File: src/core/sch_defines.svh
// Purpose: shared constants of the settings command handler
// Assumes: included by bare name, after the package where types are needed
// Notes:   every offset-free value, timing figure and reset value but the zero range limit (ZLIMIT_RST) lives here
`ifndef SCH_DEFINES_SVH
`define SCH_DEFINES_SVH

`define SCH_TIME_W      16
`define SCH_CMD_TIME_W  20
`define SCH_TIME_MAX    16'ha8c0
`define SCH_MODE_MAX    2'h1
`define SCH_RST_AUTO    1'h0
`define SCH_RST_TIME    16'h0000
`define SCH_RST_REMIND  1'h0
`define SCH_SEC_NS      1000000000
`define SCH_CLK_NS      40
`define SCH_SYNC_W      3

`endif

File: src/core/sch_pkg.sv
// Purpose: types of the settings command handler
// Assumes: nothing is imported, users write sch_pkg::name
// Notes:   enums carry no explicit codes
package sch_pkg;
   typedef enum logic [1:0] {
      auto_off_setting_cmd, zero_range_limit_cmd, service_reminder_cmd, power_down_cmd
   } sch_cmd_t;
   typedef enum logic [1:0] {
      rsp_ack, rsp_query_data, rsp_busy, rsp_param_error
   } sch_rsp_t;
   typedef enum logic [1:0] {pwr_run, pwr_standby, pwr_off} sch_pwr_t;
endpackage

File: src/core/sch_idle_if.sv
// Purpose: link between command handler and inactivity timer
// Assumes: one clock domain
// Notes:   expire is a one-cycle pulse from a flip-flop
`timescale 1ns/100ps
`include "sch_defines.svh"
interface sch_idle_if;
   logic                   restart;   // activity seen, count from zero
   logic                   enable;    // auto-off mode
   logic [`SCH_TIME_W-1:0] limit;     // programmed seconds
   logic                   expire;    // inactivity reached the limit
   modport ctrl  (output restart, enable, limit, input expire);
   modport timer (input restart, enable, limit, output expire);
endinterface

File: src/core/sch_idle_timer.sv
// Purpose: whole-second inactivity counter
// Assumes: restart comes from logic on the same clock
// Notes:   fires once per idle stretch, never with a zero limit
`timescale 1ns/100ps
`include "sch_defines.svh"
module sch_idle_timer #(
   parameter int CYC_PER_SEC = `SCH_SEC_NS / `SCH_CLK_NS
) (
   input wire logic i_core_clk,   // system clock
   input wire logic i_sys_rst,    // synchronous reset
   input wire logic i_clk_en,     // freezes all state when low
   sch_idle_if.timer idle         // control and expire pulse
);
   localparam int PW = $clog2(CYC_PER_SEC);

   generate
      if (CYC_PER_SEC < 2) begin : g_bad
         $error("CYC_PER_SEC must be at least 2");
      end
   endgenerate

   typedef struct packed {
      logic [PW-1:0]          presc;
      logic [`SCH_TIME_W-1:0] secs;
      logic                   fired;
      logic                   expire;
   } sch_tmr_state_t;

   sch_tmr_state_t st_ff;
   sch_tmr_state_t nxt_st;

   ////////////////////////////////////////////////////////////////////////
   // seconds prescaler and saturating count; fired blocks repeat pulses
   always_comb begin
      nxt_st        = st_ff;
      nxt_st.expire = 1'b0;
      if (idle.restart) begin
         nxt_st.presc = '0;
         nxt_st.secs  = '0;
         nxt_st.fired = 1'b0;
      end else begin
         if (st_ff.presc == PW'(CYC_PER_SEC - 1)) begin
            nxt_st.presc = '0;
            if (st_ff.secs != '1) begin
               nxt_st.secs = st_ff.secs + 1'b1;
            end
         end else begin
            nxt_st.presc = st_ff.presc + 1'b1;
         end
         if (idle.enable && idle.limit != '0 && st_ff.secs >= idle.limit && !st_ff.fired) begin
            nxt_st.expire = 1'b1;
            nxt_st.fired  = 1'b1;
         end
      end
   end

   always_ff @(posedge i_core_clk) begin
      if (i_sys_rst) begin
         st_ff <= '0;
      end else if (i_clk_en) begin
         st_ff <= nxt_st;
      end
   end

   assign idle.expire = st_ff.expire;

   property p_tmr_no_zero;
      @(posedge i_core_clk) disable iff (i_sys_rst)
      $rose(idle.expire) |-> $past(idle.enable) && $past(idle.limit) != '0;
   endproperty
   a_tmr_no_zero: assert property (p_tmr_no_zero) else $error("expire without limit");
endmodule // sch_idle_timer

File: src/core/sch_zero_tare.sv
// Purpose: decide zero or tare for the combined key
// Assumes: load and limit share one fixed-point definition unit
// Notes:   zero point is captured once at switch-on
`timescale 1ns/100ps
module sch_zero_tare #(
   parameter int LOAD_W = 24
) (
   input  wire logic                     i_core_clk,     // system clock
   input  wire logic                     i_sys_rst,      // synchronous reset
   input  wire logic                     i_clk_en,       // freezes state when low
   input  wire logic                     i_press,        // key press pulse
   input  wire logic                     i_zero_capture, // switch-on zero pulse
   input  wire logic signed [LOAD_W-1:0] i_load,         // current load
   input  wire logic signed [LOAD_W-1:0] i_limit,        // zero range limit
   output logic                          o_do_zero,      // zero pulse
   output logic                          o_do_tare       // tare pulse
);
   generate
      if (LOAD_W < 8) begin : g_bad
         $error("LOAD_W too small");
      end
   endgenerate

   typedef struct packed {
      logic signed [LOAD_W-1:0] zero_pt;
      logic                     do_zero;
      logic                     do_tare;
   } sch_zt_state_t;

   sch_zt_state_t            st_ff;
   sch_zt_state_t            nxt_st;
   logic signed [LOAD_W:0]   rel_load;
   logic                     in_range;

   // one extra bit keeps the difference from wrapping
   // concatenations are unsigned, so the sign is put back before compare
   assign rel_load = $signed({i_load[LOAD_W-1], i_load}) -
                     $signed({st_ff.zero_pt[LOAD_W-1], st_ff.zero_pt});
   assign in_range = rel_load <= $signed({i_limit[LOAD_W-1], i_limit});

   ////////////////////////////////////////////////////////////////////////
   // capture of the reference and the zero-or-tare choice
   always_comb begin
      nxt_st         = st_ff;
      nxt_st.do_zero = 1'b0;
      nxt_st.do_tare = 1'b0;
      if (i_zero_capture) begin
         nxt_st.zero_pt = i_load;
      end
      if (i_press) begin
         nxt_st.do_zero = in_range;
         nxt_st.do_tare = !in_range;
      end
   end

   always_ff @(posedge i_core_clk) begin
      if (i_sys_rst) begin
         st_ff <= '0;
      end else if (i_clk_en) begin
         st_ff <= nxt_st;
      end
   end

   assign o_do_zero = st_ff.do_zero;
   assign o_do_tare = st_ff.do_tare;

   property p_zt_pick;
      @(posedge i_core_clk) disable iff (i_sys_rst)
      (i_clk_en && i_press) |=> (o_do_zero == $past(in_range)) && (o_do_tare != o_do_zero);
   endproperty
   a_zt_pick: assert property (p_zt_pick) else $error("wrong zero or tare choice");
endmodule // sch_zero_tare

File: src/core/sch_settings_top.sv
// Purpose: auto-off, zero range and service reminder setting commands
// Assumes: commands arrive already parsed, one per reply
// Notes:   power-down state holds until reset
`timescale 1ns/100ps
`include "sch_defines.svh"
module sch_settings_top #(
   parameter int                 LOAD_W      = 24,
   parameter int                 CYC_PER_SEC = `SCH_SEC_NS / `SCH_CLK_NS,
   parameter logic [LOAD_W-1:0]  ZLIMIT_RST  = '0
) (
   input  wire logic                         i_core_clk,     // 25 MHz system clock
   input  wire logic                         i_sys_rst,      // synchronous reset
   input  wire logic                         i_clk_en,       // freezes all state when low
   input  wire logic                         i_cmd_valid,    // parsed command pulse
   input  wire sch_pkg::sch_cmd_t            i_cmd_code,     // which command
   input  wire logic                         i_cmd_query,    // bare query form
   input  wire logic [1:0]                   i_cmd_mode,     // mode parameter
   input  wire logic [`SCH_CMD_TIME_W-1:0]   i_cmd_time,     // time parameter, seconds
   input  wire logic signed [LOAD_W-1:0]     i_cmd_limit,    // zero range parameter
   input  wire logic                         i_exec_busy,    // cannot execute now
   input  wire logic                         i_nv_erase,     // settings store erased
   input  wire logic                         i_on_battery,   // pin: battery supply
   input  wire logic                         i_key_zt,       // pin: zero/tare key
   input  wire logic                         i_key_any,      // pin: any other key
   input  wire logic signed [LOAD_W-1:0]     i_load,         // current load
   input  wire logic                         i_zero_capture, // switch-on zero pulse
   input  wire logic                         i_service_due,  // service date reached
   input  wire logic                         i_hours_due,    // hours threshold reached
   output logic                              o_rsp_valid,    // reply pulse
   output sch_pkg::sch_rsp_t                 o_rsp_kind,     // reply outcome
   output logic                              o_rsp_mode,     // queried mode
   output logic [`SCH_TIME_W-1:0]            o_rsp_time,     // queried time
   output logic signed [LOAD_W-1:0]          o_rsp_limit,    // queried limit
   output logic                              o_standby,      // in standby
   output logic                              o_power_off,    // fully off
   output logic                              o_do_zero,      // zero pulse
   output logic                              o_do_tare,      // tare pulse
   output logic                              o_reminder_icon // show reminder icon
);
   typedef struct packed {
      logic [`SCH_SYNC_W-1:0]    sync1;
      logic [`SCH_SYNC_W-1:0]    sync2;
      logic [`SCH_SYNC_W-1:0]    sync3;
      logic                      rsp_valid;
      sch_pkg::sch_rsp_t         rsp_kind;
      logic                      rsp_mode;
      logic [`SCH_TIME_W-1:0]    rsp_time;
      logic signed [LOAD_W-1:0]  rsp_limit;
      logic                      auto_mode;
      logic [`SCH_TIME_W-1:0]    idle_time;
      logic signed [LOAD_W-1:0]  zlimit;
      logic                      remind_on;
      logic                      icon;
      sch_pkg::sch_pwr_t         pwr;
   } sch_top_state_t;

   sch_top_state_t st_ff;
   sch_top_state_t nxt_st;
   sch_idle_if     idle ();
   logic           zt_press;
   logic           activity;
   logic           down_cmd;
   logic           down_req;

   // a negative erase value would be a limit that no set command can write
   generate
      if (ZLIMIT_RST[LOAD_W-1]) begin : g_bad_rst
         $error("ZLIMIT_RST must not be negative");
      end
   endgenerate

   ////////////////////////////////////////////////////////////////////////
   // outcome of a set command; parameter check outranks busy
   function automatic sch_pkg::sch_rsp_t set_outcome(input logic bad, input logic busy);
      if (bad) begin
         set_outcome = sch_pkg::rsp_param_error;
      end else if (busy) begin
         set_outcome = sch_pkg::rsp_busy;
      end else begin
         set_outcome = sch_pkg::rsp_ack;
      end
   endfunction

   // pins: bit 0 battery, bit 1 zero/tare key, bit 2 other keys; edges use stage 2 vs 3
   assign zt_press = st_ff.sync2[1] & ~st_ff.sync3[1];
   assign activity = i_cmd_valid | zt_press | (st_ff.sync2[2] & ~st_ff.sync3[2]);

   // timer only steers power while the mode and a non-zero time allow it
   assign idle.restart = activity;
   assign idle.enable  = st_ff.auto_mode;
   assign idle.limit   = st_ff.idle_time;
   assign down_cmd     = i_cmd_valid && i_cmd_code == sch_pkg::power_down_cmd && !i_exec_busy;
   assign down_req     = down_cmd ||
                         (idle.expire && st_ff.auto_mode && st_ff.idle_time != '0);

   ////////////////////////////////////////////////////////////////////////
   // command decode, setting store, power state and reminder icon
   always_comb begin
      nxt_st           = st_ff;
      nxt_st.sync1     = {i_key_any, i_key_zt, i_on_battery};
      nxt_st.sync2     = st_ff.sync1;
      nxt_st.sync3     = st_ff.sync2;
      nxt_st.rsp_valid = 1'b0;
      if (i_nv_erase) begin
         nxt_st.auto_mode = `SCH_RST_AUTO;
         nxt_st.idle_time = `SCH_RST_TIME;
         nxt_st.remind_on = `SCH_RST_REMIND;
         nxt_st.zlimit    = ZLIMIT_RST;
      end
      // no reply ready: the host holds off until each reply is seen
      if (i_cmd_valid) begin
         nxt_st.rsp_valid = 1'b1;
         nxt_st.rsp_mode  = 1'b0;
         nxt_st.rsp_time  = '0;
         nxt_st.rsp_limit = '0;
         case (i_cmd_code)
            sch_pkg::auto_off_setting_cmd: begin
               if (i_cmd_query) begin
                  nxt_st.rsp_kind = sch_pkg::rsp_query_data;
                  nxt_st.rsp_mode = st_ff.auto_mode;
                  nxt_st.rsp_time = st_ff.idle_time;
               end else begin
                  nxt_st.rsp_kind = set_outcome(i_cmd_mode > `SCH_MODE_MAX ||
                     i_cmd_time > `SCH_CMD_TIME_W'(`SCH_TIME_MAX), i_exec_busy);
                  if (nxt_st.rsp_kind == sch_pkg::rsp_ack) begin
                     nxt_st.auto_mode = i_cmd_mode[0];
                     nxt_st.idle_time = i_cmd_time[`SCH_TIME_W-1:0];
                  end
               end
            end
            sch_pkg::zero_range_limit_cmd: begin
               if (i_cmd_query) begin
                  nxt_st.rsp_kind  = sch_pkg::rsp_query_data;
                  nxt_st.rsp_limit = st_ff.zlimit;
               end else begin
                  nxt_st.rsp_kind = set_outcome(i_cmd_limit < 0, i_exec_busy);
                  if (nxt_st.rsp_kind == sch_pkg::rsp_ack) begin
                     nxt_st.zlimit = i_cmd_limit;
                  end
               end
            end
            sch_pkg::service_reminder_cmd: begin
               if (i_cmd_query) begin
                  nxt_st.rsp_kind = sch_pkg::rsp_query_data;
                  nxt_st.rsp_mode = st_ff.remind_on;
               end else begin
                  nxt_st.rsp_kind = set_outcome(i_cmd_mode > `SCH_MODE_MAX, i_exec_busy);
                  if (nxt_st.rsp_kind == sch_pkg::rsp_ack) begin
                     nxt_st.remind_on = i_cmd_mode[0];
                  end
               end
            end
            sch_pkg::power_down_cmd: begin
               nxt_st.rsp_kind = set_outcome(1'b0, i_exec_busy);
            end
            default: begin
               nxt_st.rsp_kind = sch_pkg::rsp_param_error;
            end
         endcase
      end
      // supply decides the depth of power-down; no wake path is modelled
      case (st_ff.pwr)
         sch_pkg::pwr_run: begin
            if (down_req) begin
               nxt_st.pwr = st_ff.sync2[0] ? sch_pkg::pwr_off : sch_pkg::pwr_standby;
            end
         end
         sch_pkg::pwr_standby: nxt_st.pwr = sch_pkg::pwr_standby;
         sch_pkg::pwr_off:     nxt_st.pwr = sch_pkg::pwr_off;
         default:              nxt_st.pwr = sch_pkg::pwr_run;
      endcase
      nxt_st.icon = st_ff.remind_on & (i_service_due | i_hours_due);
   end

   always_ff @(posedge i_core_clk) begin
      if (i_sys_rst) begin
         st_ff           <= '0;
         st_ff.auto_mode <= `SCH_RST_AUTO;
         st_ff.idle_time <= `SCH_RST_TIME;
         st_ff.remind_on <= `SCH_RST_REMIND;
         st_ff.zlimit    <= ZLIMIT_RST;
         st_ff.pwr       <= sch_pkg::pwr_run;
      end else if (i_clk_en) begin
         st_ff <= nxt_st;
      end
   end

   ////////////////////////////////////////////////////////////////////////
   // helpers
   sch_idle_timer #(.CYC_PER_SEC(CYC_PER_SEC)) u_timer (
      .i_core_clk (i_core_clk),
      .i_sys_rst  (i_sys_rst),
      .i_clk_en   (i_clk_en),
      .idle       (idle.timer)
   );

   sch_zero_tare #(.LOAD_W(LOAD_W)) u_zt (
      .i_core_clk     (i_core_clk),
      .i_sys_rst      (i_sys_rst),
      .i_clk_en       (i_clk_en),
      .i_press        (zt_press),
      .i_zero_capture (i_zero_capture),
      .i_load         (i_load),
      .i_limit        (st_ff.zlimit),
      .o_do_zero      (o_do_zero),
      .o_do_tare      (o_do_tare)
   );

   assign o_rsp_valid     = st_ff.rsp_valid;
   assign o_rsp_kind      = st_ff.rsp_kind;
   assign o_rsp_mode      = st_ff.rsp_mode;
   assign o_rsp_time      = st_ff.rsp_time;
   assign o_rsp_limit     = st_ff.rsp_limit;
   assign o_standby       = st_ff.pwr == sch_pkg::pwr_standby;
   assign o_power_off     = st_ff.pwr == sch_pkg::pwr_off;
   assign o_reminder_icon = st_ff.icon;

   ////////////////////////////////////////////////////////////////////////
   // checks
   property p_query_auto;
      @(posedge i_core_clk) disable iff (i_sys_rst)
      (i_clk_en && i_cmd_valid && i_cmd_query && i_cmd_code == sch_pkg::auto_off_setting_cmd)
      |=> o_rsp_valid && o_rsp_kind == sch_pkg::rsp_query_data &&
          o_rsp_mode == $past(st_ff.auto_mode) && o_rsp_time == $past(st_ff.idle_time);
   endproperty
   a_query_auto: assert property (p_query_auto) else $error("auto-off query reply wrong");

   property p_bad_time;
      @(posedge i_core_clk) disable iff (i_sys_rst)
      (i_clk_en && i_cmd_valid && !i_cmd_query && !i_nv_erase &&
       i_cmd_code == sch_pkg::auto_off_setting_cmd &&
       i_cmd_time > `SCH_CMD_TIME_W'(`SCH_TIME_MAX))
      |=> o_rsp_kind == sch_pkg::rsp_param_error && $stable(st_ff.idle_time);
   endproperty
   a_bad_time: assert property (p_bad_time) else $error("over-range time taken");

   property p_busy_set;
      @(posedge i_core_clk) disable iff (i_sys_rst)
      (i_clk_en && i_cmd_valid && !i_cmd_query && i_exec_busy && !i_nv_erase &&
       i_cmd_code == sch_pkg::zero_range_limit_cmd && i_cmd_limit >= 0)
      |=> o_rsp_kind == sch_pkg::rsp_busy && $stable(st_ff.zlimit);
   endproperty
   a_busy_set: assert property (p_busy_set) else $error("busy set not refused");

   property p_no_auto_off;
      @(posedge i_core_clk) disable iff (i_sys_rst)
      (i_clk_en && st_ff.pwr == sch_pkg::pwr_run && !down_cmd &&
       (!st_ff.auto_mode || st_ff.idle_time == '0)) |=> st_ff.pwr == sch_pkg::pwr_run;
   endproperty
   a_no_auto_off: assert property (p_no_auto_off) else $error("powered down while disabled");

   property p_idle_down;
      @(posedge i_core_clk) disable iff (i_sys_rst)
      (i_clk_en && st_ff.pwr == sch_pkg::pwr_run && idle.expire && st_ff.auto_mode &&
       st_ff.idle_time != '0) |=> st_ff.pwr != sch_pkg::pwr_run;
   endproperty
   a_idle_down: assert property (p_idle_down) else $error("idle expiry ignored");

   property p_cable_standby;
      @(posedge i_core_clk) disable iff (i_sys_rst)
      (i_clk_en && st_ff.pwr == sch_pkg::pwr_run && down_cmd && !st_ff.sync2[0])
      |=> o_standby && !o_power_off;
   endproperty
   a_cable_standby: assert property (p_cable_standby) else $error("cable power not standby");

   property p_batt_off;
      @(posedge i_core_clk) disable iff (i_sys_rst)
      (i_clk_en && st_ff.pwr == sch_pkg::pwr_run && down_cmd && st_ff.sync2[0])
      |=> o_power_off && !o_standby;
   endproperty
   a_batt_off: assert property (p_batt_off) else $error("battery power not off");

   property p_icon_on;
      @(posedge i_core_clk) disable iff (i_sys_rst)
      (i_clk_en && st_ff.remind_on && (i_service_due || i_hours_due)) |=> o_reminder_icon;
   endproperty
   a_icon_on: assert property (p_icon_on) else $error("reminder icon missing");

   property p_icon_off;
      @(posedge i_core_clk) disable iff (i_sys_rst)
      (i_clk_en && !st_ff.remind_on) |=> !o_reminder_icon;
   endproperty
   a_icon_off: assert property (p_icon_off) else $error("reminder icon while off");

   property p_erase;
      @(posedge i_core_clk) disable iff (i_sys_rst)
      (i_clk_en && i_nv_erase && !i_cmd_valid) |=> st_ff.idle_time == '0 && !st_ff.auto_mode;
   endproperty
   a_erase: assert property (p_erase) else $error("erase left idle time");
endmodule // sch_settings_top

File: config.mk
export PLATFORM = sky130hd
export DESIGN_NAME = sch_settings_top
export DESIGN_NICKNAME = d
export VERILOG_FILES = /design/src/core/sch_pkg.sv /design/src/core/sch_idle_if.sv /design/src/core/sch_idle_timer.sv /design/src/core/sch_zero_tare.sv /design/src/core/sch_settings_top.sv
export VERILOG_INCLUDE_DIRS = /design/src /design/src/core
export SDC_FILE = /design/constraint.sdc
export NUM_CORES = 1
export LEC_CHECK = 0
export BUFFER_PORTS_ARGS = -buffer_cell sky130_fd_sc_hd__clkbuf_2
export CAP_MARGIN = 5
export CORE_MARGIN = 10
export CORE_UTILIZATION = 60
export CTS_CLUSTER_DIAMETER = 50
export DETAILED_ROUTE_END_ITERATION = 12
export MAX_ROUTING_LAYER = met4
export PLACE_DENSITY_LB_ADDON = 0.05
export SLEW_MARGIN = 15
export SYNTH_ARGS = -nofsm -noshare
export SYNTH_HDL_FRONTEND = slang
export SYNTH_SLANG_ARGS = --single-unit
File: constraint.sdc
create_clock -name i_core_clk -period 9.1 [get_ports i_core_clk]
set_clock_uncertainty 0.05 [all_clocks]
set_input_delay 0.455 -clock i_core_clk [delete_from_list [all_inputs] [get_ports i_core_clk]]
set_output_delay 0.455 -clock i_core_clk [all_outputs]
set_load 0.005 [all_outputs]
==> results of run 1 <==
worst reg2reg max path, delay by kind of cell (launching register included):
family                   cells  cell delay (ns)
AO/OA/AOI/OAI               10             2.59
XOR/XNOR                     1             0.17
adder cells (fa/ha/maj)      2             0.64
buffers and inverters        1             0.04
flip-flops                   1             0.33
AND/OR/NAND/NOR              2             0.55
worst max-delay path by stage:
stage	start	endpoint	slack (ns)
6_report	u_zt.st_ff[10]$_SDFFE_PP0P_	u_zt.o_do_zero$_SDFFE_PP0P_	4.61
3_5_place_dp	i_load[8]	u_zt.o_do_zero$_SDFFE_PP0P_	4.51
5_1_grt	u_zt.st_ff[10]$_SDFFE_PP0P_	u_zt.o_do_zero$_SDFFE_PP0P_	4.20
3_3_place_gp	i_load[8]	u_zt.o_do_zero$_SDFFE_PP0P_	4.69
4_1_cts	u_zt.st_ff[10]$_SDFFE_PP0P_	u_zt.o_do_zero$_SDFFE_PP0P_	4.65
2_1_floorplan	i_load[8]	u_zt.o_do_zero$_SDFFE_PP0P_	5.17
synth_stat cells (all sizes together), types with 15 or more instances:
cell type	n	share of area
a21o	26	0.022
a21oi	55	0.031
a22o	17	0.017
a22oi	63	0.053
buf	49	0.041
clkbuf	38	0.016
dfxtp	166	0.37
ha	67	0.094
inv	79	0.033
nand2	93	0.039
nand3	21	0.012
nand4	21	0.015
nor2	142	0.060
nor3	15	0.0084
o21ai	22	0.012
xnor2	27	0.026
xor2	26	0.025
registers in the layout, summed over array words and instances, names as in the netlist:
name                 cells
o_rsp_mode               1
u_zt.st_ff              24
u_zt.o_do_zero           1
o_rsp_limit             24
o_rsp_valid              1
idle.enable              1
u_timer.st_ff           42
u_zt.o_do_tare           1
o_reminder_icon          1
u_timer.idle.expire      1
idle.limit              16
nxt_st                   6
o_rsp_time              16
o_rsp_kind               2
st_ff                   29
final cells by class:
| cell class | count | area share |
|---|---|---|
| inverters | 79 | 0.02950 |
| multi-input cells | 737 | 0.4805 |
| clock buffers | 18 | 0.04369 |
| well taps | 184 | 0.02291 |
| clock inverters | 13 | 0.02253 |
| repair buffers | 138 | 0.07021 |
| flip-flops and latches | 166 | 0.3306 |
cell families (layout without fill, tap and decap cells):
logic type               count (synthesis)  count (layout)  synth area share
buffers and inverters                  166             248           0.08988
AO/OA/AOI/OAI                          244             244            0.1919
flip-flops                             166             166            0.3718
adder cells (fa/ha/maj)                 68              68           0.09604
multiplexers                             8               8          0.008960
XOR/XNOR                                53              53           0.05194
AND/OR/NAND/NOR                        364             364            0.1894
routing by layer:
layer / vias up / track usage / wire [um] / part of all wire
met5: - / - / 0 / 0
met4: 0 / 0.05863 / 273 / 0.012
met3: 25 / 0.05441 / 1774 / 0.079
met2: 258 / 0.3245 / 9415 / 0.42
met1: 3560 / 0.3049 / 10860 / 0.49
li1: 3847 / - / - / -
stage by stage:
step / std cells / power, uW
after floorplan: 1069 / 916.1
after global placement: 1304 / 979.3
after detailed placement: 1304 / 981.1
after CTS: 1335 / 1792
after global routing: 1335 / 1851
final: 1335 / 1787
power breakdown:
group          switching [uW]  total (uW)  internal [uW]
Combinational             134         229           94.5
Sequential               5.57         741            735
Clock                     297         818            520
==> impl_metrics.sql, run 1 <==
INSERT INTO impl_metrics (metric_group, metric, value, unit) VALUES
('outcome', 'outcome', 'finished, final reports clean', ''),
('clocking', 'tritoncts.num_buffers', '17', ''),
('sta', 'drv_slew', '0', ''),
('grt', 'global_route_usage_sum', '0.2239', ''),
('power', 'power.static_leakage', '0.004070', 'uW'),
('synthesis', 'synth_seq_area_share', '0.3718', ''),
('floorplanning', 'die_area', '0.02018', 'mm2'),
('floorplanning', 'fp.coreArea', '0.01459', 'mm2'),
('grt', 'grt_max_degree', '59', ''),
('placed_design', 'detailedPlace.worstSlack', '4.509', 'ns'),
('synthesis', 'synth.net_count', '1222', ''),
('sta', 'layout_min_cycle_time', '4.489', 'ns'),
('clocking', 'cts-root-buf', 'clkbuf_16', ''),
('clocking', 'cts_hold_repair.buffers', '0', ''),
('setup_path', 'most_frequent_cell_on_the_critical_path', 'a311oi_1', ''),
('setup_path', 'timing_worst_setup_path_type', 'flip-flop to flip-flop', ''),
('synthesis', 'ys_types', '68', ''),
('placed_design', 'gpl.final_weighted_congestion', '0.9230', ''),
('routing', 'num_vias', '7690', ''),
('routing', 'post_drt_wl_per_cell', '16.72', 'um'),
('setup_path', 'critPathArrivalTime', '4.75', 'ns'),
('routing', 'dr.first_iter.drc_count', '472', ''),
('sta', 'setup_total_negative_slack', '0', 'ns'),
('hold_path', 'hold_path_depth', '2', ''),
('clocking', 'ctsResizeCount', '0', ''),
('synthesis', 'netlist_instances', '1069', ''),
('clocking', 'ctsHtreeMaxLevel', '4', ''),
('setup_path', 'critical_path.max_fanout', '5', ''),
('final_layout', 'area_growth_syn_to_layout', '12.46', '%'),
('sta', 'hold_slack', '0.2023', 'ns'),
('setup_path', 'worstRegToRegCells', '16', ''),
('floorplanning', 'die_x', '142.0', 'um'),
('routing', 'detailedRoute.firstPassIterationCount', '6', ''),
('hold_path', 'min-delay-path-class', 'primary input to flip-flop', ''),
('synthesis', 'mappedNetlistArea', '0.008937', 'mm2'),
('synthesis', 'synth_flop_cell', 'dfxtp_1', ''),
('sta', 'timing_worst_slew_pin_value', '1.136', 'ns'),
('hold_path', 'holdCritStartpoint', 'i_cmd_mode[0]', ''),
('final_layout', 'layout_commonest_cell', 'dfxtp_1', ''),
('final_layout', 'layout_cells_sized_above_1', '0.1590', ''),
('final_layout', 'layout_common_cells', 'dfxtp_1 (166), nor2_1 (141), clkbuf_2 (132), nand2_1 (92), inv_1 (79)', ''),
('grt', 'gr-total-overflow', '0', ''),
('hold_path', 'whs_endpoint', 'idle.enable$_SDFFE_PP0P_', ''),
('clocking', 'numClockSinks', '166', ''),
('floorplanning', 'row_count', '44', ''),
('setup_path', 'path_delay_family', 'compound AO/OA/AOI/OAI gates', ''),
('placed_design', 'placed_cell_area', '0.009385', 'mm2'),
('setup_path', 'worstSetupPathDepth', '16', ''),
('synthesis', 'synth_area_per_cell', '8.360', 'um2'),
('synthesis', 'yosys_warnings', '0', ''),
('sta', 'final-setup-viol-count', '0', ''),
('sta', 'final.setup.worst_slack', '4.611', 'ns'),
('synthesis', 'synth.ff_latch_count', '166', ''),
('power', 'ir_drop', '0.1343', 'mV'),
('final_layout', 'sequential_cell_area', '0.003323', 'mm2'),
('grt', 'first_pass_grt_wire_length', '36.49', 'mm'),
('clocking', 'clkTransAtPathRegs', '0.07', 'ns'),
('setup_path', 'cp_slowest_stage_delay', '0.54', 'ns'),
('routing', 'vias_per_cell', '5.760', ''),
('setup_path', 'crit_path_start_kind', 'flip-flop', ''),
('clocking', 'ctsLongestPathBuffers', '2', ''),
('floorplanning', 'fp.dieH', '142.0', 'um'),
('setup_path', 'end_kind', 'flip-flop', ''),
('floorplanning', 'io_pins', '134', ''),
('synthesis', 'postSynth.asyncResetShare', '0', ''),
('final_layout', 'layout.nets', '1292', ''),
('setup_path', 'crit_chain', 'inv_1 -> ha_1 -> a21oi_1 -> o21ai_0 -> a311oi_1 -> a311oi_1 -> a221oi_1 -> a21oi_1 -> xor2_1 -> ha_1 -> nand4_1 -> nor4_1 -> o2111ai_1 -> a311oi_1 -> o41ai_1 -> a32o_1', ''),
('clocking', 'cts_tree', 'built', ''),
('grt', 'via_count_of_the_first_global_routing_pass', '7316', ''),
('clocking', 'clkLatencyLatePin', '0.43', 'ns'),
('final_layout', 'multiInputGateArea', '0.004830', 'mm2');
(Power assumes the default switching activity.)
==> run 2, diff against run 1 <==
- CORE_UTILIZATION: 60 -> 52
- clock period: 9.1 -> 3.96 ns (I/O delays scaled with it)
==> impl_metrics.sql, run 2 (synthesis results as in run 1) <==
INSERT INTO impl_metrics (metric_group, metric, value, unit) VALUES
('grt', 'gr-total-overflow', '0', ''),
('run', 'max_cap_violations', '0', ''),
('final_layout', 'area_growth_syn_to_layout', '25.28', '%'),
('routing', 'detailedRoute.firstPassIterationCount', '5', ''),
('setup_path', 'critPathArrivalTime', '4.11', 'ns'),
('final_layout', 'layout_common_cells', 'dfxtp_1 (159), nor2_1 (140), clkbuf_2 (131), nand2_1 (91), inv_1 (77)', ''),
('placed_design', 'dp_hpwl', '17.19', 'mm'),
('routing', 'detail_route.drc_violations', '0', ''),
('sta', 'final-setup-viol-count', '0', ''),
('floorplanning', 'io_pins', '134', ''),
('power', 'swShare', '0.2619', ''),
('power', 'internal_power', '2991', 'uW'),
('floorplanning', 'initial_utilization', '0.5351', ''),
('setup_path', 'crit_buf_inv', '1', ''),
('routing', 'post_drt_wl_per_cell', '16.13', 'um'),
('setup_path', 'cp_data_required_time', '4.23', 'ns'),
('sta', 'max_slew_margin', '0.2911', ''),
('floorplanning', 'row_count', '47', ''),
('clocking', 'ctsHtreeMaxLevel', '4', ''),
('clocking', 'numClockSinks', '166', ''),
('power', 'power.static_leakage', '0.004500', 'uW'),
('sta', 'clock.fmax', '260.1', 'MHz'),
('routing', 'final_antenna_net_count', '0', ''),
('setup_path', 'cp_slowest_stage_delay', '0.35', 'ns'),
('grt', 'first_pass_grt_wire_length', '39.24', 'mm'),
('power', 'p_total', '4052', 'uW'),
('power', 'seq_power_share', '0.420', ''),
('routing', 'route.final.wire_length', '23.71', 'mm'),
('clocking', 'cts-root-buf', 'clkbuf_16', ''),
('grt', 'via_count_of_the_first_global_routing_pass', '7646', ''),
('setup_path', 'path_delay_family', 'compound AO/OA/AOI/OAI gates', ''),
('final_layout', 'regMostFlops', 'u_timer.st_ff', ''),
('outcome', 'outcome', 'finished, final reports clean', ''),
('sta', 'timing_worst_slew_pin_value', '1.063', 'ns'),
('setup_path', 'critical_path.slowest_cell', 'fa_2', ''),
('power', 'power_density', '361.9', 'mW/mm2'),
('final_layout', 'top_registers', 'u_timer.st_ff (42), st_ff (29)', ''),
('routing', 'dr.first_iter.drc_count', '448', ''),
('grt', 'initial_antenna_violation_count', '2', ''),
('setup_path', 'timing_worst_setup_path_type', 'flip-flop to flip-flop', ''),
('placed_design', 'placed_cells', '1362', ''),
('final_layout', 'design_area_final', '0.01120', 'mm2'),
('setup_path', 'end_kind', 'flip-flop', ''),
('final_layout', 'postLayoutCoreUtil', '0.6704', ''),
('placed_design', 'io_buffer_count', '133', ''),
('clocking', 'clkLatencyLatePin', '0.43', 'ns'),
('grt', 'grt_max_degree', '69', ''),
('final_layout', 'layout_cells_sized_above_1', '0.2027', ''),
('sta', 'layout_min_cycle_time', '3.844', 'ns'),
('power', 'ir_drop', '0.3279', 'mV'),
('clocking', 'tritoncts.num_buffers', '17', ''),
('routing', 'vias_per_cell', '5.454', ''),
('clocking', 'clkTransAtPathRegs', '0.07', 'ns'),
('final_layout', 'flip_flop_count_of_the_largest_register_after_layout', '42', ''),
('floorplanning', 'die_x', '151.1', 'um'),
('power', 'pwr-share-comb', '0.169', ''),
('hold_path', 'min-delay-path-class', 'primary input to flip-flop', ''),
('floorplanning', 'die_area', '0.02283', 'mm2'),
('setup_path', 'crit_chain', 'ha_4 -> fa_2 -> nor2b_1 -> o31a_1 -> o31ai_4 -> a21o_1 -> buf_4 -> a32oi_2 -> o211ai_1 -> ha_1 -> nand4_1 -> nor4_4 -> o2111ai_2 -> a311oi_2 -> o41ai_4 -> a32o_1', ''),
('final_layout', 'layout_commonest_cell', 'dfxtp_1', ''),
('floorplanning', 'fp.dieH', '151.1', 'um'),
('routing', 'num_vias', '8017', ''),
('sta', 'drv_slew', '0', ''),
('clocking', 'ctsLongestPathBuffers', '2', ''),
('sta', 'hold_violations', '0', ''),
('placed_design', 'placed_cell_area', '0.009595', 'mm2'),
('power', 'p_clk_frac', '0.411', ''),
('floorplanning', 'fp.coreArea', '0.01670', 'mm2'),
('clocking', 'cts_tree', 'built', ''),
('setup_path', 'crit_path_start_kind', 'flip-flop', ''),
('grt', 'global_route_usage_sum', '0.2144', ''),
('sta', 'post-route-period-util', '0.9707', ''),
('final_layout', 'num-fill-cells', '1414', ''),
('final_layout', 'layout.nets', '1388', ''),
('placed_design', 'gpl.final_weighted_congestion', '0.8552', ''),
('setup_path', 'critical_path.max_fanout', '3', ''),
('final_layout', 'layout.cells.non_filler', '1470', ''),
('power', 'power.net_switching', '1061', 'uW');
-- run 2: per-layer routing --
| layer | track usage | share of wire | vias up |
|---|---|---|---|
| met3 | 0.03908 | 0.050 | 30 |
| met5 | - | 0 | - |
| met4 | 0.06978 | 0.020 | 0 |
| met2 | 0.3121 | 0.43 | 183 |
| li1 | - | - | 4040 |
| met1 | 0.2944 | 0.49 | 3764 |
-- run 2: final cells by class --
| type | instances | area, um2 | share of cell area |
|---|---|---|---|
| Sequential cell | 166 | 3332 | 0.2976 |
| Multi-Input combinational cell | 737 | 5099 | 0.4554 |
| Timing Repair Buffer | 234 | 1594 | 0.1424 |
| Inverter | 79 | 296.5 | 0.02648 |
| Clock buffer | 21 | 470.5 | 0.04202 |
| Clock inverter | 11 | 125.1 | 0.01117 |
| Antenna cell | 2 | 5.005 | 0.0004470 |
| Tap cell | 220 | 275.3 | 0.02458 |
-- run 2: path summary, 6_finish.rpt --
kind / from / endpoint / slack, ns / cells after the start
setup / recovery: u_zt.st_ff[2]$_SDFFE_PP0P_ / u_zt.o_do_zero$_SDFFE_PP0P_ / 0.12 / 16
hold / removal: i_cmd_time[14] / idle.limit[14]$_SDFFE_PP0P_ / 0.02 / 2
setup reg to reg: u_zt.st_ff[2]$_SDFFE_PP0P_ / u_zt.o_do_zero$_SDFFE_PP0P_ / 0.12 / 16
hold reg to reg: u_zt.st_ff[10]$_SDFFE_PP0P_ / u_zt.st_ff[10]$_SDFFE_PP0P_ / 0.41 / 2
-- run 2: through the flow --
step / hold WS, ns / TNS (ns) / setup slack [ns]
global route: 0.01734 / -0.1716 / -0.08957
detailed placement: 0.3813 / -0.4159 / -0.2399
floorplan: 0.2735 / 0 / 0.1574
finish: 0.02349 / 0 / 0.1160
global placement: 0.3855 / -0.1785 / -0.1169
CTS: 0.001671 / 0 / 0.002659
-- run 2: worst reg2reg max path: cells and delay by family (launching register included) --
family,cells,cell delay (ns)
AOI/OAI and AO/OA,9,1.75
adders and majority gates,3,0.87
and+or+nand+nor,3,0.59
DFF,1,0.33
buffers and inverters,1,0.15
-- run 2: power by group through the flow --
stage | Sequential, uW | Clock, uW | Combinational [uW]
2_1_floorplan | 1740 | 0 | 369
3_3_place_gp | 1740 | 0 | 550
3_5_place_dp | 1740 | 0 | 554
4_1_cts | 1700 | 1700 | 634
5_1_grt | 1700 | 1770 | 759
6_report | 1700 | 1670 | 684
-- run 2: what timing repair did --
item                                    4_1_cts  5_1_grt
setup buffers                                 4        7
resized for setup                            19       30
hold buffers                                 65        0
endpoints found under the setup margin        2        2
hold endpoints to repair                     65        0
pin swaps                                    12       25
